### config.mk
export PLATFORM = sky130hd
export DESIGN_NAME = mmd_decoder
export DESIGN_NICKNAME = d
export VERILOG_FILES = /design/src/rtl/mmd_decoder.v
export VERILOG_INCLUDE_DIRS = /design/src /design/src/rtl
export SDC_FILE = /design/constraint.sdc
export NUM_CORES = 1
export LEC_CHECK = 0
export CAP_MARGIN = 20
export CELL_PAD_IN_SITES_DETAIL_PLACEMENT = 0
export CELL_PAD_IN_SITES_GLOBAL_PLACEMENT = 1
export CORE_UTILIZATION = 47
export DETAILED_ROUTE_END_ITERATION = 8
export DONT_BUFFER_PORTS = 1
export HOLD_SLACK_MARGIN = 0.15
export PLACE_DENSITY_LB_ADDON = 0.1
export SYNTH_ARGS = -nofsm -noshare
export SYNTH_HDL_FRONTEND = slang
export SYNTH_SLANG_ARGS = --single-unit
### constraint.sdc
create_clock -name clk_sys_i -period 2.2 [get_ports clk_sys_i]
set_input_delay 0 -clock clk_sys_i [delete_from_list [all_inputs] [get_ports clk_sys_i]]
set_output_delay 0 -clock clk_sys_i [all_outputs]
set_load 0.03 [all_outputs]
### src/rtl/mmd_defs.vh
`ifndef MMD_DEFS_VH
`define MMD_DEFS_VH

// register offsets
`define MMD_OFS_MAP_CTRL 16'h0FD0
`define MMD_OFS_COMMIT_KEY 16'h0FD1
`define MMD_OFS_READBACK 16'h0FD2

// reset values and fields
`define MMD_MAP_CTRL_RST 8'h40
`define MMD_BOOT_SEL_BIT 4
`define MMD_COMMIT_CODE 8'hD5
`define MMD_RDATA_NONE 8'h00
`define MMD_FILL_BYTE 8'hFF

// boot overlay window
`define MMD_BOOT_LO 16'h1000
`define MMD_BOOT_HI 16'h17FF
`define MMD_BOOT_AW 11

// flash
`define MMD_FLASH_LO 16'h8000
`define MMD_FLASH_HI 16'hFFFF

// special function register windows
`define MMD_SFR1_LO 16'h0000
`define MMD_SFR1_HI 16'h003F
`define MMD_SFR2_LO 16'h0F00
`define MMD_SFR2_HI 16'h0FFF
`define MMD_SFR3_LO 16'h0E40
`define MMD_SFR3_HI 16'h0EFF

// ram
`define MMD_RAM_LO 16'h0040
`define MMD_RAM_HI 16'h083F

// code target encodings
`define MMD_CT_NONE 2'h0
`define MMD_CT_FLASH 2'h1
`define MMD_CT_BOOT 2'h2
`define MMD_CT_SOFT_INT 2'h3

`endif

### src/rtl/mmd_decoder.v
// The implementer's own choice: strobed register access.
`timescale 1ns/1ns
// Overview of operation
// - after reset the boot ROM is absent from code and data spaces
// - effective boot select 1 maps 0x1000-0x17FF to boot ROM, both spaces
// - control writes land in a holding stage; decoding uses the effective stage
// - writing 0xD5 to the key register commits holding to effective; others ignored
// - a read-only readback register shows the effective control value
// - code addresses 0x8000-0xFFFF decode to flash
// - data reads in 0x8000-0xFFFF decode to flash
// - data windows 0x0000-0x003F, 0x0F00-0x0FFF, 0x0E40-0x0EFF decode to SFRs
// - data addresses 0x0040-0x083F decode to RAM
// - overlay range data reads give 0xFF while the overlay is off
// - only the lowest 2 Kbytes of boot ROM are reachable
// - overlay range fetches give flash or a software interrupt opcode when off
`include "mmd_defs.vh"

module mmd_decoder #(
    parameter [15:0] FLASH_CODE_BASE = `MMD_FLASH_LO,
    parameter [7:0] SOFT_INT_OPCODE = 8'hFF
) (
    input wire clk_sys_i,
    input wire rstn_i,
    input wire ce_i,
    // register port
    input wire [15:0] reg_addr_i,
    input wire [7:0] reg_wdata_i,
    input wire reg_wr_i,
    input wire reg_rd_i,
    output wire [7:0] reg_rdata_o,
    // code fetch side
    input wire code_req_i,
    input wire [15:0] code_addr_i,
    output wire code_valid_o,
    output wire [1:0] code_target_o,
    output wire [`MMD_BOOT_AW-1:0] code_boot_addr_o,
    output wire [7:0] code_fixed_data_o,
    // data access side
    input wire data_req_i,
    input wire data_wr_i,
    input wire [15:0] data_addr_i,
    output wire data_valid_o,
    output wire data_sfr_sel_o,
    output wire data_ram_sel_o,
    output wire data_boot_sel_o,
    output wire data_flash_sel_o,
    output wire data_fill_sel_o,
    output wire [`MMD_BOOT_AW-1:0] data_boot_addr_o,
    output wire [7:0] data_fixed_data_o,
    // status
    output wire boot_map_select_o,
    output wire commit_strobe_o
);

    function in_range;
        input [15:0] a;
        input [15:0] lo;
        input [15:0] hi;
        begin
            in_range = (a >= lo) && (a <= hi);
        end
    endfunction

    function in_boot;
        input [15:0] a;
        begin
            in_boot = in_range(a, `MMD_BOOT_LO, `MMD_BOOT_HI);
        end
    endfunction

    function in_flash;
        input [15:0] a;
        begin
            in_flash = in_range(a, `MMD_FLASH_LO, `MMD_FLASH_HI);
        end
    endfunction

    function in_ram;
        input [15:0] a;
        begin
            in_ram = in_range(a, `MMD_RAM_LO, `MMD_RAM_HI);
        end
    endfunction

    function in_sfr;
        input [15:0] a;
        begin
            in_sfr = in_range(a, `MMD_SFR1_LO, `MMD_SFR1_HI)
                || in_range(a, `MMD_SFR2_LO, `MMD_SFR2_HI)
                || in_range(a, `MMD_SFR3_LO, `MMD_SFR3_HI);
        end
    endfunction

    function reg_hit;
        input [15:0] a;
        input [15:0] ofs;
        begin
            reg_hit = (a == ofs);
        end
    endfunction

    function [`MMD_BOOT_AW-1:0] boot_offset;
        input [15:0] a;
        begin
            boot_offset = a[`MMD_BOOT_AW-1:0];
        end
    endfunction

    // map control, two stages
    reg [7:0] map_hold_q;
    reg [7:0] map_hold_d;
    reg [7:0] map_eff_q;
    reg [7:0] map_eff_d;
    reg commit_q;
    reg commit_d;
    reg [7:0] rdata_q;
    reg [7:0] rdata_d;

    wire ctrl_hit;
    wire key_hit;
    wire boot_on;

    assign ctrl_hit = reg_wr_i && reg_hit(reg_addr_i, `MMD_OFS_MAP_CTRL);
    assign key_hit = reg_wr_i && reg_hit(reg_addr_i, `MMD_OFS_COMMIT_KEY)
        && (reg_wdata_i == `MMD_COMMIT_CODE);
    assign boot_on = map_eff_q[`MMD_BOOT_SEL_BIT];

    always @* begin
        map_hold_d = map_hold_q;
        if (ctrl_hit) begin
            map_hold_d = reg_wdata_i;
        end
    end

    always @* begin
        map_eff_d = map_eff_q;
        commit_d = 1'b0;
        if (key_hit) begin
            map_eff_d = map_hold_q;
            commit_d = 1'b1;
        end
    end

    always @* begin
        rdata_d = `MMD_RDATA_NONE;
        if (reg_rd_i) begin
            case (reg_addr_i)
                `MMD_OFS_MAP_CTRL: begin
                    rdata_d = map_hold_q;
                end
                `MMD_OFS_READBACK: begin
                    rdata_d = map_eff_q;
                end
                `MMD_OFS_COMMIT_KEY: begin
                    rdata_d = `MMD_RDATA_NONE;
                end
                default: begin
                    rdata_d = `MMD_RDATA_NONE;
                end
            endcase
        end
    end

    always @(posedge clk_sys_i) begin
        if (!rstn_i) begin
            map_hold_q <= `MMD_MAP_CTRL_RST;
            map_eff_q <= `MMD_MAP_CTRL_RST;
            commit_q <= 1'b0;
            rdata_q <= `MMD_RDATA_NONE;
        end else if (ce_i) begin
            map_hold_q <= map_hold_d;
            map_eff_q <= map_eff_d;
            commit_q <= commit_d;
            rdata_q <= rdata_d;
        end
    end

    // code space decode
    reg code_valid_q;
    reg code_valid_d;
    reg [1:0] code_target_q;
    reg [1:0] code_target_d;
    reg [`MMD_BOOT_AW-1:0] code_boot_addr_q;
    reg [7:0] code_fixed_q;
    reg [7:0] code_fixed_d;

    always @* begin
        code_valid_d = code_req_i;
        code_target_d = `MMD_CT_NONE;
        code_fixed_d = `MMD_RDATA_NONE;
        if (in_boot(code_addr_i)) begin
            if (boot_on) begin
                code_target_d = `MMD_CT_BOOT;
            end else if (code_addr_i >= FLASH_CODE_BASE) begin
                code_target_d = `MMD_CT_FLASH;
            end else begin
                code_target_d = `MMD_CT_SOFT_INT;
                code_fixed_d = SOFT_INT_OPCODE;
            end
        end else if (in_flash(code_addr_i)) begin
            code_target_d = `MMD_CT_FLASH;
        end else if (code_addr_i >= FLASH_CODE_BASE) begin
            code_target_d = `MMD_CT_FLASH;
        end else begin
            // unmapped fetches trap rather than run stray data
            code_target_d = `MMD_CT_SOFT_INT;
            code_fixed_d = SOFT_INT_OPCODE;
        end
    end

    always @(posedge clk_sys_i) begin
        if (!rstn_i) begin
            code_valid_q <= 1'b0;
            code_target_q <= `MMD_CT_NONE;
            code_boot_addr_q <= {`MMD_BOOT_AW{1'b0}};
            code_fixed_q <= `MMD_RDATA_NONE;
        end else if (ce_i) begin
            code_valid_q <= code_valid_d;
            if (code_req_i) begin
                code_target_q <= code_target_d;
                code_boot_addr_q <= boot_offset(code_addr_i);
                code_fixed_q <= code_fixed_d;
            end
        end
    end

    // data space decode
    reg data_valid_q;
    reg data_valid_d;
    reg [7:0] data_fixed_d;
    reg sfr_q;
    reg ram_q;
    reg boot_q;
    reg flash_q;
    reg fill_q;
    reg sfr_d;
    reg ram_d;
    reg boot_d;
    reg flash_d;
    reg fill_d;
    reg [`MMD_BOOT_AW-1:0] data_boot_addr_q;
    reg [7:0] data_fixed_q;

    always @* begin
        data_valid_d = data_req_i;
        sfr_d = 1'b0;
        ram_d = 1'b0;
        boot_d = 1'b0;
        flash_d = 1'b0;
        fill_d = 1'b0;
        data_fixed_d = `MMD_RDATA_NONE;
        if (in_sfr(data_addr_i)) begin
            sfr_d = 1'b1;
        end else if (in_ram(data_addr_i)) begin
            ram_d = 1'b1;
        end else if (in_boot(data_addr_i)) begin
            if (boot_on) begin
                boot_d = 1'b1;
            end else if (!data_wr_i) begin
                fill_d = 1'b1;
                data_fixed_d = `MMD_FILL_BYTE;
            end
        end else if (in_flash(data_addr_i)) begin
            // flash is read-only from the data side
            flash_d = !data_wr_i;
        end
    end

    always @(posedge clk_sys_i) begin
        if (!rstn_i) begin
            data_valid_q <= 1'b0;
            sfr_q <= 1'b0;
            ram_q <= 1'b0;
            boot_q <= 1'b0;
            flash_q <= 1'b0;
            fill_q <= 1'b0;
            data_boot_addr_q <= {`MMD_BOOT_AW{1'b0}};
            data_fixed_q <= `MMD_RDATA_NONE;
        end else if (ce_i) begin
            data_valid_q <= data_valid_d;
            if (data_req_i) begin
                sfr_q <= sfr_d;
                ram_q <= ram_d;
                boot_q <= boot_d;
                flash_q <= flash_d;
                fill_q <= fill_d;
                data_boot_addr_q <= boot_offset(data_addr_i);
                data_fixed_q <= data_fixed_d;
            end
        end
    end

    assign reg_rdata_o = rdata_q;
    assign code_valid_o = code_valid_q;
    assign code_target_o = code_target_q;
    assign code_boot_addr_o = code_boot_addr_q;
    assign code_fixed_data_o = code_fixed_q;
    assign data_valid_o = data_valid_q;
    assign data_sfr_sel_o = sfr_q;
    assign data_ram_sel_o = ram_q;
    assign data_boot_sel_o = boot_q;
    assign data_flash_sel_o = flash_q;
    assign data_fill_sel_o = fill_q;
    assign data_boot_addr_o = data_boot_addr_q;
    assign data_fixed_data_o = data_fixed_q;
    assign boot_map_select_o = boot_on;
    assign commit_strobe_o = commit_q;

endmodule

; Word-level counts from Yosys, hierarchy flattened
; Cells that the tools add are included.
[totals]
output_inout_bits = 57
reg_bits = 72
inputBits = 64
[classes]
eq_ne = 4
magnitude_cmp = 16
n_mux = 32
n_reduce_logical = 18
[op_table]
columns = op, n
row1 = two-way mux 8 bit, 10
row2 = "equality test 16 x 12 -> 1 bit, second input constant", 3
row3 = "less-or-equal comparator 16 x 12 -> 1 bit, second input constant", 3
row4 = "greater-or-equal comparator 16 x 12 -> 1 bit, second input constant", 2
row5 = "greater-or-equal comparator 16 x 13 -> 1 bit, second input constant", 2
row6 = "greater-or-equal comparator 16 bit, second input constant", 2
row7 = "less-or-equal comparator 16 x 13 -> 1 bit, second input constant", 2
row8 = "less-or-equal comparator 16 bit, second input constant", 2
row9 = two-way mux 1 bit, 17
row10 = "greater-or-equal comparator 16 x 1 -> 1 bit, second input constant", 1
row11 = "greater-or-equal comparator 16 x 7 -> 1 bit, second input constant", 1
row12 = "less-or-equal comparator 16 x 6 -> 1 bit, second input constant", 1
row13 = one-hot mux 8 bit (2 select lines), 1
row14 = logical AND 1 bit, 11
row15 = "equality test 8 bit, second input constant", 1
row16 = two-way mux 2 bit, 4
row17 = AND reduction 2 bit, 4
row18 = logical OR 1 bit, 2
row19 = logical NOT 1 bit, 1

; Logic depth before layout (Yosys ltp)
; Gate-level depths: netlist of run 1.
[depth]
ltp_word = 6
mapped_depth = 6
depth_no_buf = 4

; Worst setup path after synthesis of run 1
; No wires, ideal clock.
[synth_path]
kind = input to register
start = input port data_addr_i[8]
end = register sfr_q (netlist: data_sfr_sel_o)
slack_ps = 940
stages = 4
path_buffers = 0
setup_ps = 66
t_arrival_ps = 1194
cell_sequence = or3_4 or4_4 a211o_1 a21boi_2
[synth_via]
elab_chain_len = 5
[synth_lines]
columns = item, line
row1 = "start, declared", mmd_decoder.v:41  ; input wire [15:0] data_addr_i,
row2 = greater-or-equal comparator 16 x 1 -> 1 bit (tied with other cells), mmd_decoder.v:60  ; in_range = (a >= lo) && (a <= hi);
row3 = logical AND 1 bit, mmd_decoder.v:60
row4 = logical OR 1 bit, mmd_decoder.v:88  ; in_sfr = in_range(a, `MMD_SFR1_LO, `MMD_SFR1_HI)
row5 = logical OR 1 bit (*), mmd_decoder.v:88
row6 = two-way mux 1 bit (*), mmd_decoder.v:252  ; if (in_sfr(data_addr_i)) begin
row7 = "end signal, assigned", mmd_decoder.v:282  ; sfr_q <= sfr_d;
row8 = "end, declared", mmd_decoder.v:231  ; reg sfr_q;
; Mark *: on every way between the ends. The rest lies on a longest branch, timed or not.
; A chain may end at the register's enable or synchronous reset.

; Worst setup path after layout of run 1
; Ends and elaborated chain as after synthesis.

==> metrics.md, run 1 <==
| Metric | Value |
|---|---|
| Status | `finished, final reports clean` |
| Die Span X | `roughly 74 um` |
| Worst slew margin | `51.42%` |
| Vias per cell | `~5` |
| Fmax | `between 0.4 and 0.5 GHz` |
| Number of global-route vias before repair | `2093` |
| Crit path kind | `input pin to flip-flop` |
| Design Area, Final | `roughly 3500 um^2` |
| Part of the cycle the worst path needs | `roughly 97%` |
| Worst Hold Class | `input pin to flip-flop` |
| Peak VDD IR | `0.3862 mV` |
| Final Max Slew Viols | `0` |
| Row cnt | `25` |
| CP max FO | `3` |
| Syn-to-layout area delta | `43.14%` |
| Ys async rst share | `0%` |
| Die height | `~74 um` |
| Clk root buf | `clkbuf_8` |
| Proportion of layout cells with a drive suffix above 1 | `between 6 and 7%` |
| Synthesized area | `~2400 um^2` |
| Final hold vios | `0` |
| Gpl congestion | `approximately 0.75` |
| Gr usage total | `between 20% and 30%` |
| Largest family of logic cells by synthesized area | `simple AND/OR/NAND/NOR gates` |
| Area contributors post-synth | `dfxtp_1 (47%), nand2_1 (12%), mux2i_1 (9.8%), a21boi_0 (8.6%), buf_4 (4.9%)` |
| Synth Area in Compound Gates | `about an eighth` |
| Endpoint type of the worst setup path | `flip-flop` |
| # DRC | `0` |
| Post-synthesis cell count | `275` |
| RSZ-0062 raised after global routing | `false` |
| I/O pin count | `around 120` |
| Sequential fraction of the synthesis area | `46.67%` |
| Initial antenna violation count | `0` |
| Clock skew | `between 0.005 and 0.006 ns` |
| CTS buffer count | `9` |
| Synth warn | `0` |
| Count of final setup violators | `0` |
| Placed cell area | `2400 um^2` |
| Post-synth EDFFs | `0` |
| Final Instance Count excl. Fillers | `roughly 420` |
| Worst Setup Start Kind | `input pin` |
| Xor and xnor fraction of the mapped netlist area | `0%` |
| First-pass GRT wire length | `about 9400 um` |
| PD cells | `~620 nW/um^2` |
| Commonest non-fill, non-tap cells in the layout | `dlygate4sd3_1 (91), nand2_1 (81), dfxtp_1 (55), a21boi_0 (28), mux2i_1 (24)` |
| Max_cap viols | `0` |
| CORE AREA | `approximately 4800 um^2` |
| Final net count | `approximately 420` |
| Number of synthesized register bits | `57` |
| Post-Place Cells | `about 320` |
| Syn Nets | `~340` |
| Antenna Violating Nets Remaining | `0` |
| Initial Util | `50.43%` |
| Setup TNS | `0 ns` |
| Die area | `roughly 5500 um^2` |
| Leak | `roughly 0.0013 uW` |
| Post-Route WL | `about 6200 um` |
| TritonCTS clock tree | `built` |
| Primary FF master, synth | `dfxtp_1` |
| IO buf count | `0` |
| Post-Synth Adder-Cell Area | `0%` |
| First drt pass iteration count | `4` |
| Vias post-DR | `around 2100` |
| Clock tree sinks | `57` |
| Post-synthesis cell type count | `33` |
| Clk buf depth | `2` |
| Total grt overflow | `0` |
| Avg Cell Area, Syn | `8.890 um^2` |
| Pwr Total | `roughly 2200 uW` |
| CP required | `around 2.5 ns` |
| Synth area leader | `dfxtp_1` |
| Antenna cells | `0` |
| Layout fillers | `388` |
| Fin crit period | `2.126 ns` |
| Worst-skew pair later-pin latency | `between 0.3 and 0.4 ns` |
| H-tree depth | `3` |
| Most common cell after layout, fill and taps aside | `dlygate4sd3_1` |
| Initial DRC Count | `roughly 50` |
| DP HPWL | `approximately 3500 um` |
| Post-Synth Simple-Gate Area | `between 20% and 30%` |
| Proportion of synthesized area in mux cells | `9.826%` |
| Worst Tran Pin Value | `about 0.73 ns` |
| Synth top area share | `46.67%` |
| # Post-CTS Setup Buffers | `0` |
| Routed wire length per instance | `about 15 um` |
| Clk pin slew, worst setup/hold paths | `about 0.060 ns` |
| CP arrival | `~2.4 ns` |
| Largest net degree at the start of global routing | `60` |
[registers in the layout, summed over array words and instances, names as in the netlist]
register           cells
code_boot_addr_o      11
code_fixed_data_o      1
code_target_o          2
code_valid_o           1
commit_strobe_o        1
data_boot_addr_o      11
data_boot_sel_o        1
data_fixed_data_o      1
data_flash_sel_o       1
data_ram_sel_o         1
data_sfr_sel_o         1
data_valid_o           1
map_eff_q              8
map_hold_q             8
reg_rdata_o            8
[cell families (layout without fill, tap and decap cells)]
| logic type | after synthesis | in the layout |
|---|---|---|
| and+or+nand+nor | 121 | 121 |
| AOI/OAI and AO/OA | 43 | 43 |
| buffers and inverters | 30 | 111 |
| DFF | 57 | 57 |
| muxes | 24 | 24 |
[report_power, final]
group / internal [uW] / total (uW) / switching [uW]
sequential: 1060 / 1120 / 61.5
clock: 459 / 817 / 358
combinational: 123 / 221 / 97.6
total: 1640 / 2160 / 517
[path summary, 6_finish.rpt]
kind,from,to,slack (ns),cells after the start
worst max register to register,map_eff_q[4],data_fixed_data_o[6],0.10,5
worst min register to register,map_eff_q[0],map_eff_q[0],0.45,2
worst max-delay path,data_addr_i[8],data_sfr_sel_o,0.07,6
worst min-delay path,ce_i,code_target_o[0],0.16,3
[cell type report]
type                            instances  area (um^2)  area share [%]
Multi-Input combinational cell        188         1141           32.61
Clock buffer                           14        162.7           4.648
Timing Repair Buffer                   97        968.4           27.67
Sequential cell                        57         1144           32.68
Tap cell                               67        83.83           2.395
[critical path, cell delays in order]
cell           delay, ns
dlygate4sd3_1       0.56
or3_4               0.42
or4_4               0.43
a211o_1             0.32
a21boi_2            0.12
dlygate4sd3_1       0.54
[synthesized netlist by cell type (2+ instances only)]
| cell type | n |
|---|---|
| nand4_1 | 3 |
| a21boi_0 | 28 |
| o21ai_0 | 8 |
| nand2b_1 | 3 |
| nand3b_1 | 2 |
| nor2b_1 | 8 |
| and2_1 | 2 |
| nor4_1 | 3 |
| nand3_1 | 2 |
| mux2i_1 | 24 |
| nor4b_1 | 2 |
| nand4b_1 | 3 |
| dfxtp_1 | 57 |
| buf_2 | 2 |
| nor2_1 | 4 |
| buf_4 | 16 |
| and4_1 | 2 |
| nand2_1 | 81 |
| clkbuf_1 | 11 |
[timing repair]
action,in CTS,in global routing
endpoints found under the hold margin,57,0
gates resized for setup,0,1
setup endpoints to repair,0,1
hold buffers,92,0
[metal layers]
metal  routed length, um  global-route usage [%]
met3                 452                   7.182
met5                   0                       0
met2                3038                   40.81
met4                  82                   9.615
met1                2656                   25.48
[through the flow]
stage / setup slack, ns / hold WS, ns / util, %
after global routing: 0.001844 / 0.1980 / 72.18
after global placement: 0.9144 / 0.1270 / 49.50
after CTS: 0.07847 / 0.1577 / 72.05
final: 0.07412 / 0.1584 / 72.18
after detailed placement: 0.8841 / 0.1385 / 49.50
after floorplan: 0.9399 / 0.1423 / -
Power figures use the tool's default switching activity.
==> run 2: changes to the inputs <==
--- a/config.mk
+++ b/config.mk
@@ -9,7 +9,9 @@
 export CAP_MARGIN = 20
 export CELL_PAD_IN_SITES_DETAIL_PLACEMENT = 0
 export CELL_PAD_IN_SITES_GLOBAL_PLACEMENT = 1
+export CORE_ASPECT_RATIO = 1.5
 export CORE_UTILIZATION = 47
+export CTS_CLUSTER_DIAMETER = 60
 export DETAILED_ROUTE_END_ITERATION = 8
 export DONT_BUFFER_PORTS = 1
 export HOLD_SLACK_MARGIN = 0.15
==> metrics.md, run 2 (synthesis gave the netlist of run 1 again) <==
| Metric | Value |
|---|---|
| Status | `finished, final reports clean` |
| Leak | `0.001156 uW (-13%)` |
| Vias per cell | `5.222 (+4.6%)` |
| CP arrival | `2.37 ns (-0.02 ns)` |
| CP max stage delay | `0.57 ns (about the same)` |
| Final net count | `390 (-6.5%)` |
| Post-Route WL | `6154 um (-1.2%)` |
| RSZ-0062 raised after global routing | `false` |
| Final hold vios | `0 (unchanged)` |
| DP HPWL | `3690 um (+6.4%)` |
| Part of the cycle the worst path needs | `95.45% (-1.2 points)` |
| Worst slew margin | `50.79% (-0.63 points)` |
| Endpoint type of the worst setup path | `flip-flop` |
| Crit. path cell count | `6 (unchanged)` |
| Worst-skew pair later-pin latency | `0.33 ns (about the same)` |
| # Post-CTS Setup Buffers | `0 (unchanged)` |
| Final Util | `65.51% (-6.7 points)` |
| Initial antenna violation count | `0 (unchanged)` |
| Vias post-DR | `2068 (-2.1%)` |
| Number of global-route vias before repair | `2124 (+1.5%)` |
| Initial Util | `49.63% (-0.79 points)` |
| Worst Tran Pin Value | `0.7443 ns (+0.009541 ns)` |
| Total grt overflow | `0 (unchanged)` |
| Post-Place Cells | `316 (-0.32%)` |
| H-tree depth | `3 (unchanged)` |
| IO buf count | `0 (unchanged)` |
| PD cells | `658.1 nW/um^2 (+6.8%)` |
| TritonCTS clock tree | `built` |
| Antenna Violating Nets Remaining | `0 (unchanged)` |
| Fmax | `0.4762 GHz (+1.2%)` |
| First-pass GRT wire length | `9342 um (-0.37%)` |
| Worst Hold Class | `input pin to flip-flop` |
| Final Max Slew Viols | `0 (unchanged)` |
| Syn-to-layout area delta | `31.99%` |
| Commonest non-fill, non-tap cells in the layout | `nand2_1 (81), dlygate4sd3_1 (64), dfxtp_1 (54), a21boi_0 (28), mux2i_1 (24)` |
| CORE AREA | `4926 um^2 (+1.6%)` |
| # DRC | `0 (unchanged)` |
| Fin crit period | `2.100 ns (-0.02604 ns)` |
| Setup TNS | `0 ns (unchanged)` |
| CP max FO | `3 (unchanged)` |
| Peak VDD IR | `0.4197 mV (+8.7%)` |
| Total net switching power | `544.5 uW (+5.3%)` |
| I/O pin count | `121 (unchanged)` |
| Worst Path Buf+Inv | `2 (unchanged)` |
| Slowest cell on crit path | `dlygate4sd3_1` |
| CTS buffer count | `9 (unchanged)` |
| Proportion of layout cells with a drive suffix above 1 | `8.485% (+1.7 points)` |
| Antenna cells | `0 (unchanged)` |
| Hold Path Depth | `4 (+1)` |
| Gpl congestion | `0.7297 (-2.1%)` |
| Die Span X | `60.89 um (-18%)` |
| Clk buf depth | `2 (unchanged)` |
| Clk pin slew, worst setup/hold paths | `0.06 ns (about the same)` |
| Cells on worst reg2reg path | `5 (unchanged)` |
| First drt pass iteration count | `5 (+1)` |
| CP required | `2.47 ns (about the same)` |
| Layout fillers | `458 (+18%)` |
| CP cell instances | `dlygate4sd3_1 -> or3_4 -> or4_4 -> a211o_1 -> dlygate4sd3_1 -> a21boi_2` |
| CP top delay family | `buffers and inverters` |
| CP most frequent cell | `dlygate4sd3_1` |
| Comb pwr share | `9.0% (-1.2 points)` |
| Row cnt | `31 (+24%)` |
| Initial DRC Count | `101 (+110%)` |
| Max_cap viols | `0 (unchanged)` |
| Largest net degree at the start of global routing | `60 (unchanged)` |
| Crit path kind | `input pin to flip-flop` |
| Die area | `5500 um^2 (+0.10%)` |
| Clk root buf | `clkbuf_8` |
| Clk pwr share | `38.3% (+0.4 points)` |
| Final Instance Count excl. Fillers | `396 (-6.4%)` |
| Count of final setup violators | `0 (unchanged)` |
| Register share of total power | `52.6% (+0.7 points)` |
| Die height | `90.33 um (+22%)` |
| Switch share | `25.64% (+1.7 points)` |
| Gr usage total | `23.32% (+0.27 points)` |
| Clock skew | `0.005970 ns (+0.0008629 ns)` |
| Clock tree sinks | `57 (unchanged)` |
| Routed wire length per instance | `15.54 um (+5.5%)` |
| Internal | `1579 uW (-3.7%)` |
| Most common cell after layout, fill and taps aside | `nand2_1` |
| Worst Setup Start Kind | `input pin` |
==> run 2: through the flow <==
stage | power [uW] | setup WS [ns] | hold slack, ns | area [um^2]
finish | 2124 | 0.1002 | 0.1300 | 3227
global route | 2197 | 0.04088 | 0.1623 | 3227
CTS | 2140 | 0.01717 | 0.1545 | 3231
detailed placement | 1235 | 0.5833 | 0.1291 | 2399
global placement | 1233 | 0.6352 | 0.1234 | 2399
floorplan | 1239 | 0.9399 | 0.1423 | 2445
==> run 2: final cells by class <==
type,instances,area (um^2),share of cell area [%]
Multi-Input combinational cell,188,1140,35.32
Clock buffer,11,141.4,4.382
Clock inverter,4,20.02,0.6204
Tap cell,66,82.58,2.559
Sequential cell,57,1145,35.48
Timing Repair Buffer,70,698.2,21.64
==> run 2: tightest hold or removal path: stages <==
cell	delay [ns]
nand4b_1	0.09
nor4_2	0.05
buf_4	0.16
mux2i_1	0.11
==> run 2: path summary, 6_finish.rpt <==
path / slack, ns / to / start
max reg2reg: 0.20 / code_target_o[0] / map_eff_q[4]
min: 0.13 / map_eff_q[4] / reg_addr_i[0]
max: 0.10 / data_sfr_sel_o / data_addr_i[6]
min reg2reg: 0.46 / map_eff_q[3] / map_eff_q[3]
==> run 2: routing by layer <==
layer	part of all wire [%]	track usage, %
met5	0	0
met4	3.1	14.39
met3	7.3	5.587
met2	54	42.40
met1	36	21.84
==> run 2: timing repair <==
item	CTS	global route
endpoints found under the hold margin	57	4
hold buffers	66	1
endpoints found under the setup margin	0	3
resized for setup	0	2
==> run 2: power by group through the flow <==
| stage | Combinational (uW) | Clock, uW | Sequential (uW) |
|---|---|---|---|
| final | 192 | 814 | 1120 |
| after detailed placement | 94.2 | 0 | 1140 |
| after CTS | 190 | 832 | 1120 |
| after floorplan | 100 | 0 | 1140 |
| after global routing | 210 | 867 | 1120 |
| after global placement | 92.8 | 0 | 1140 |
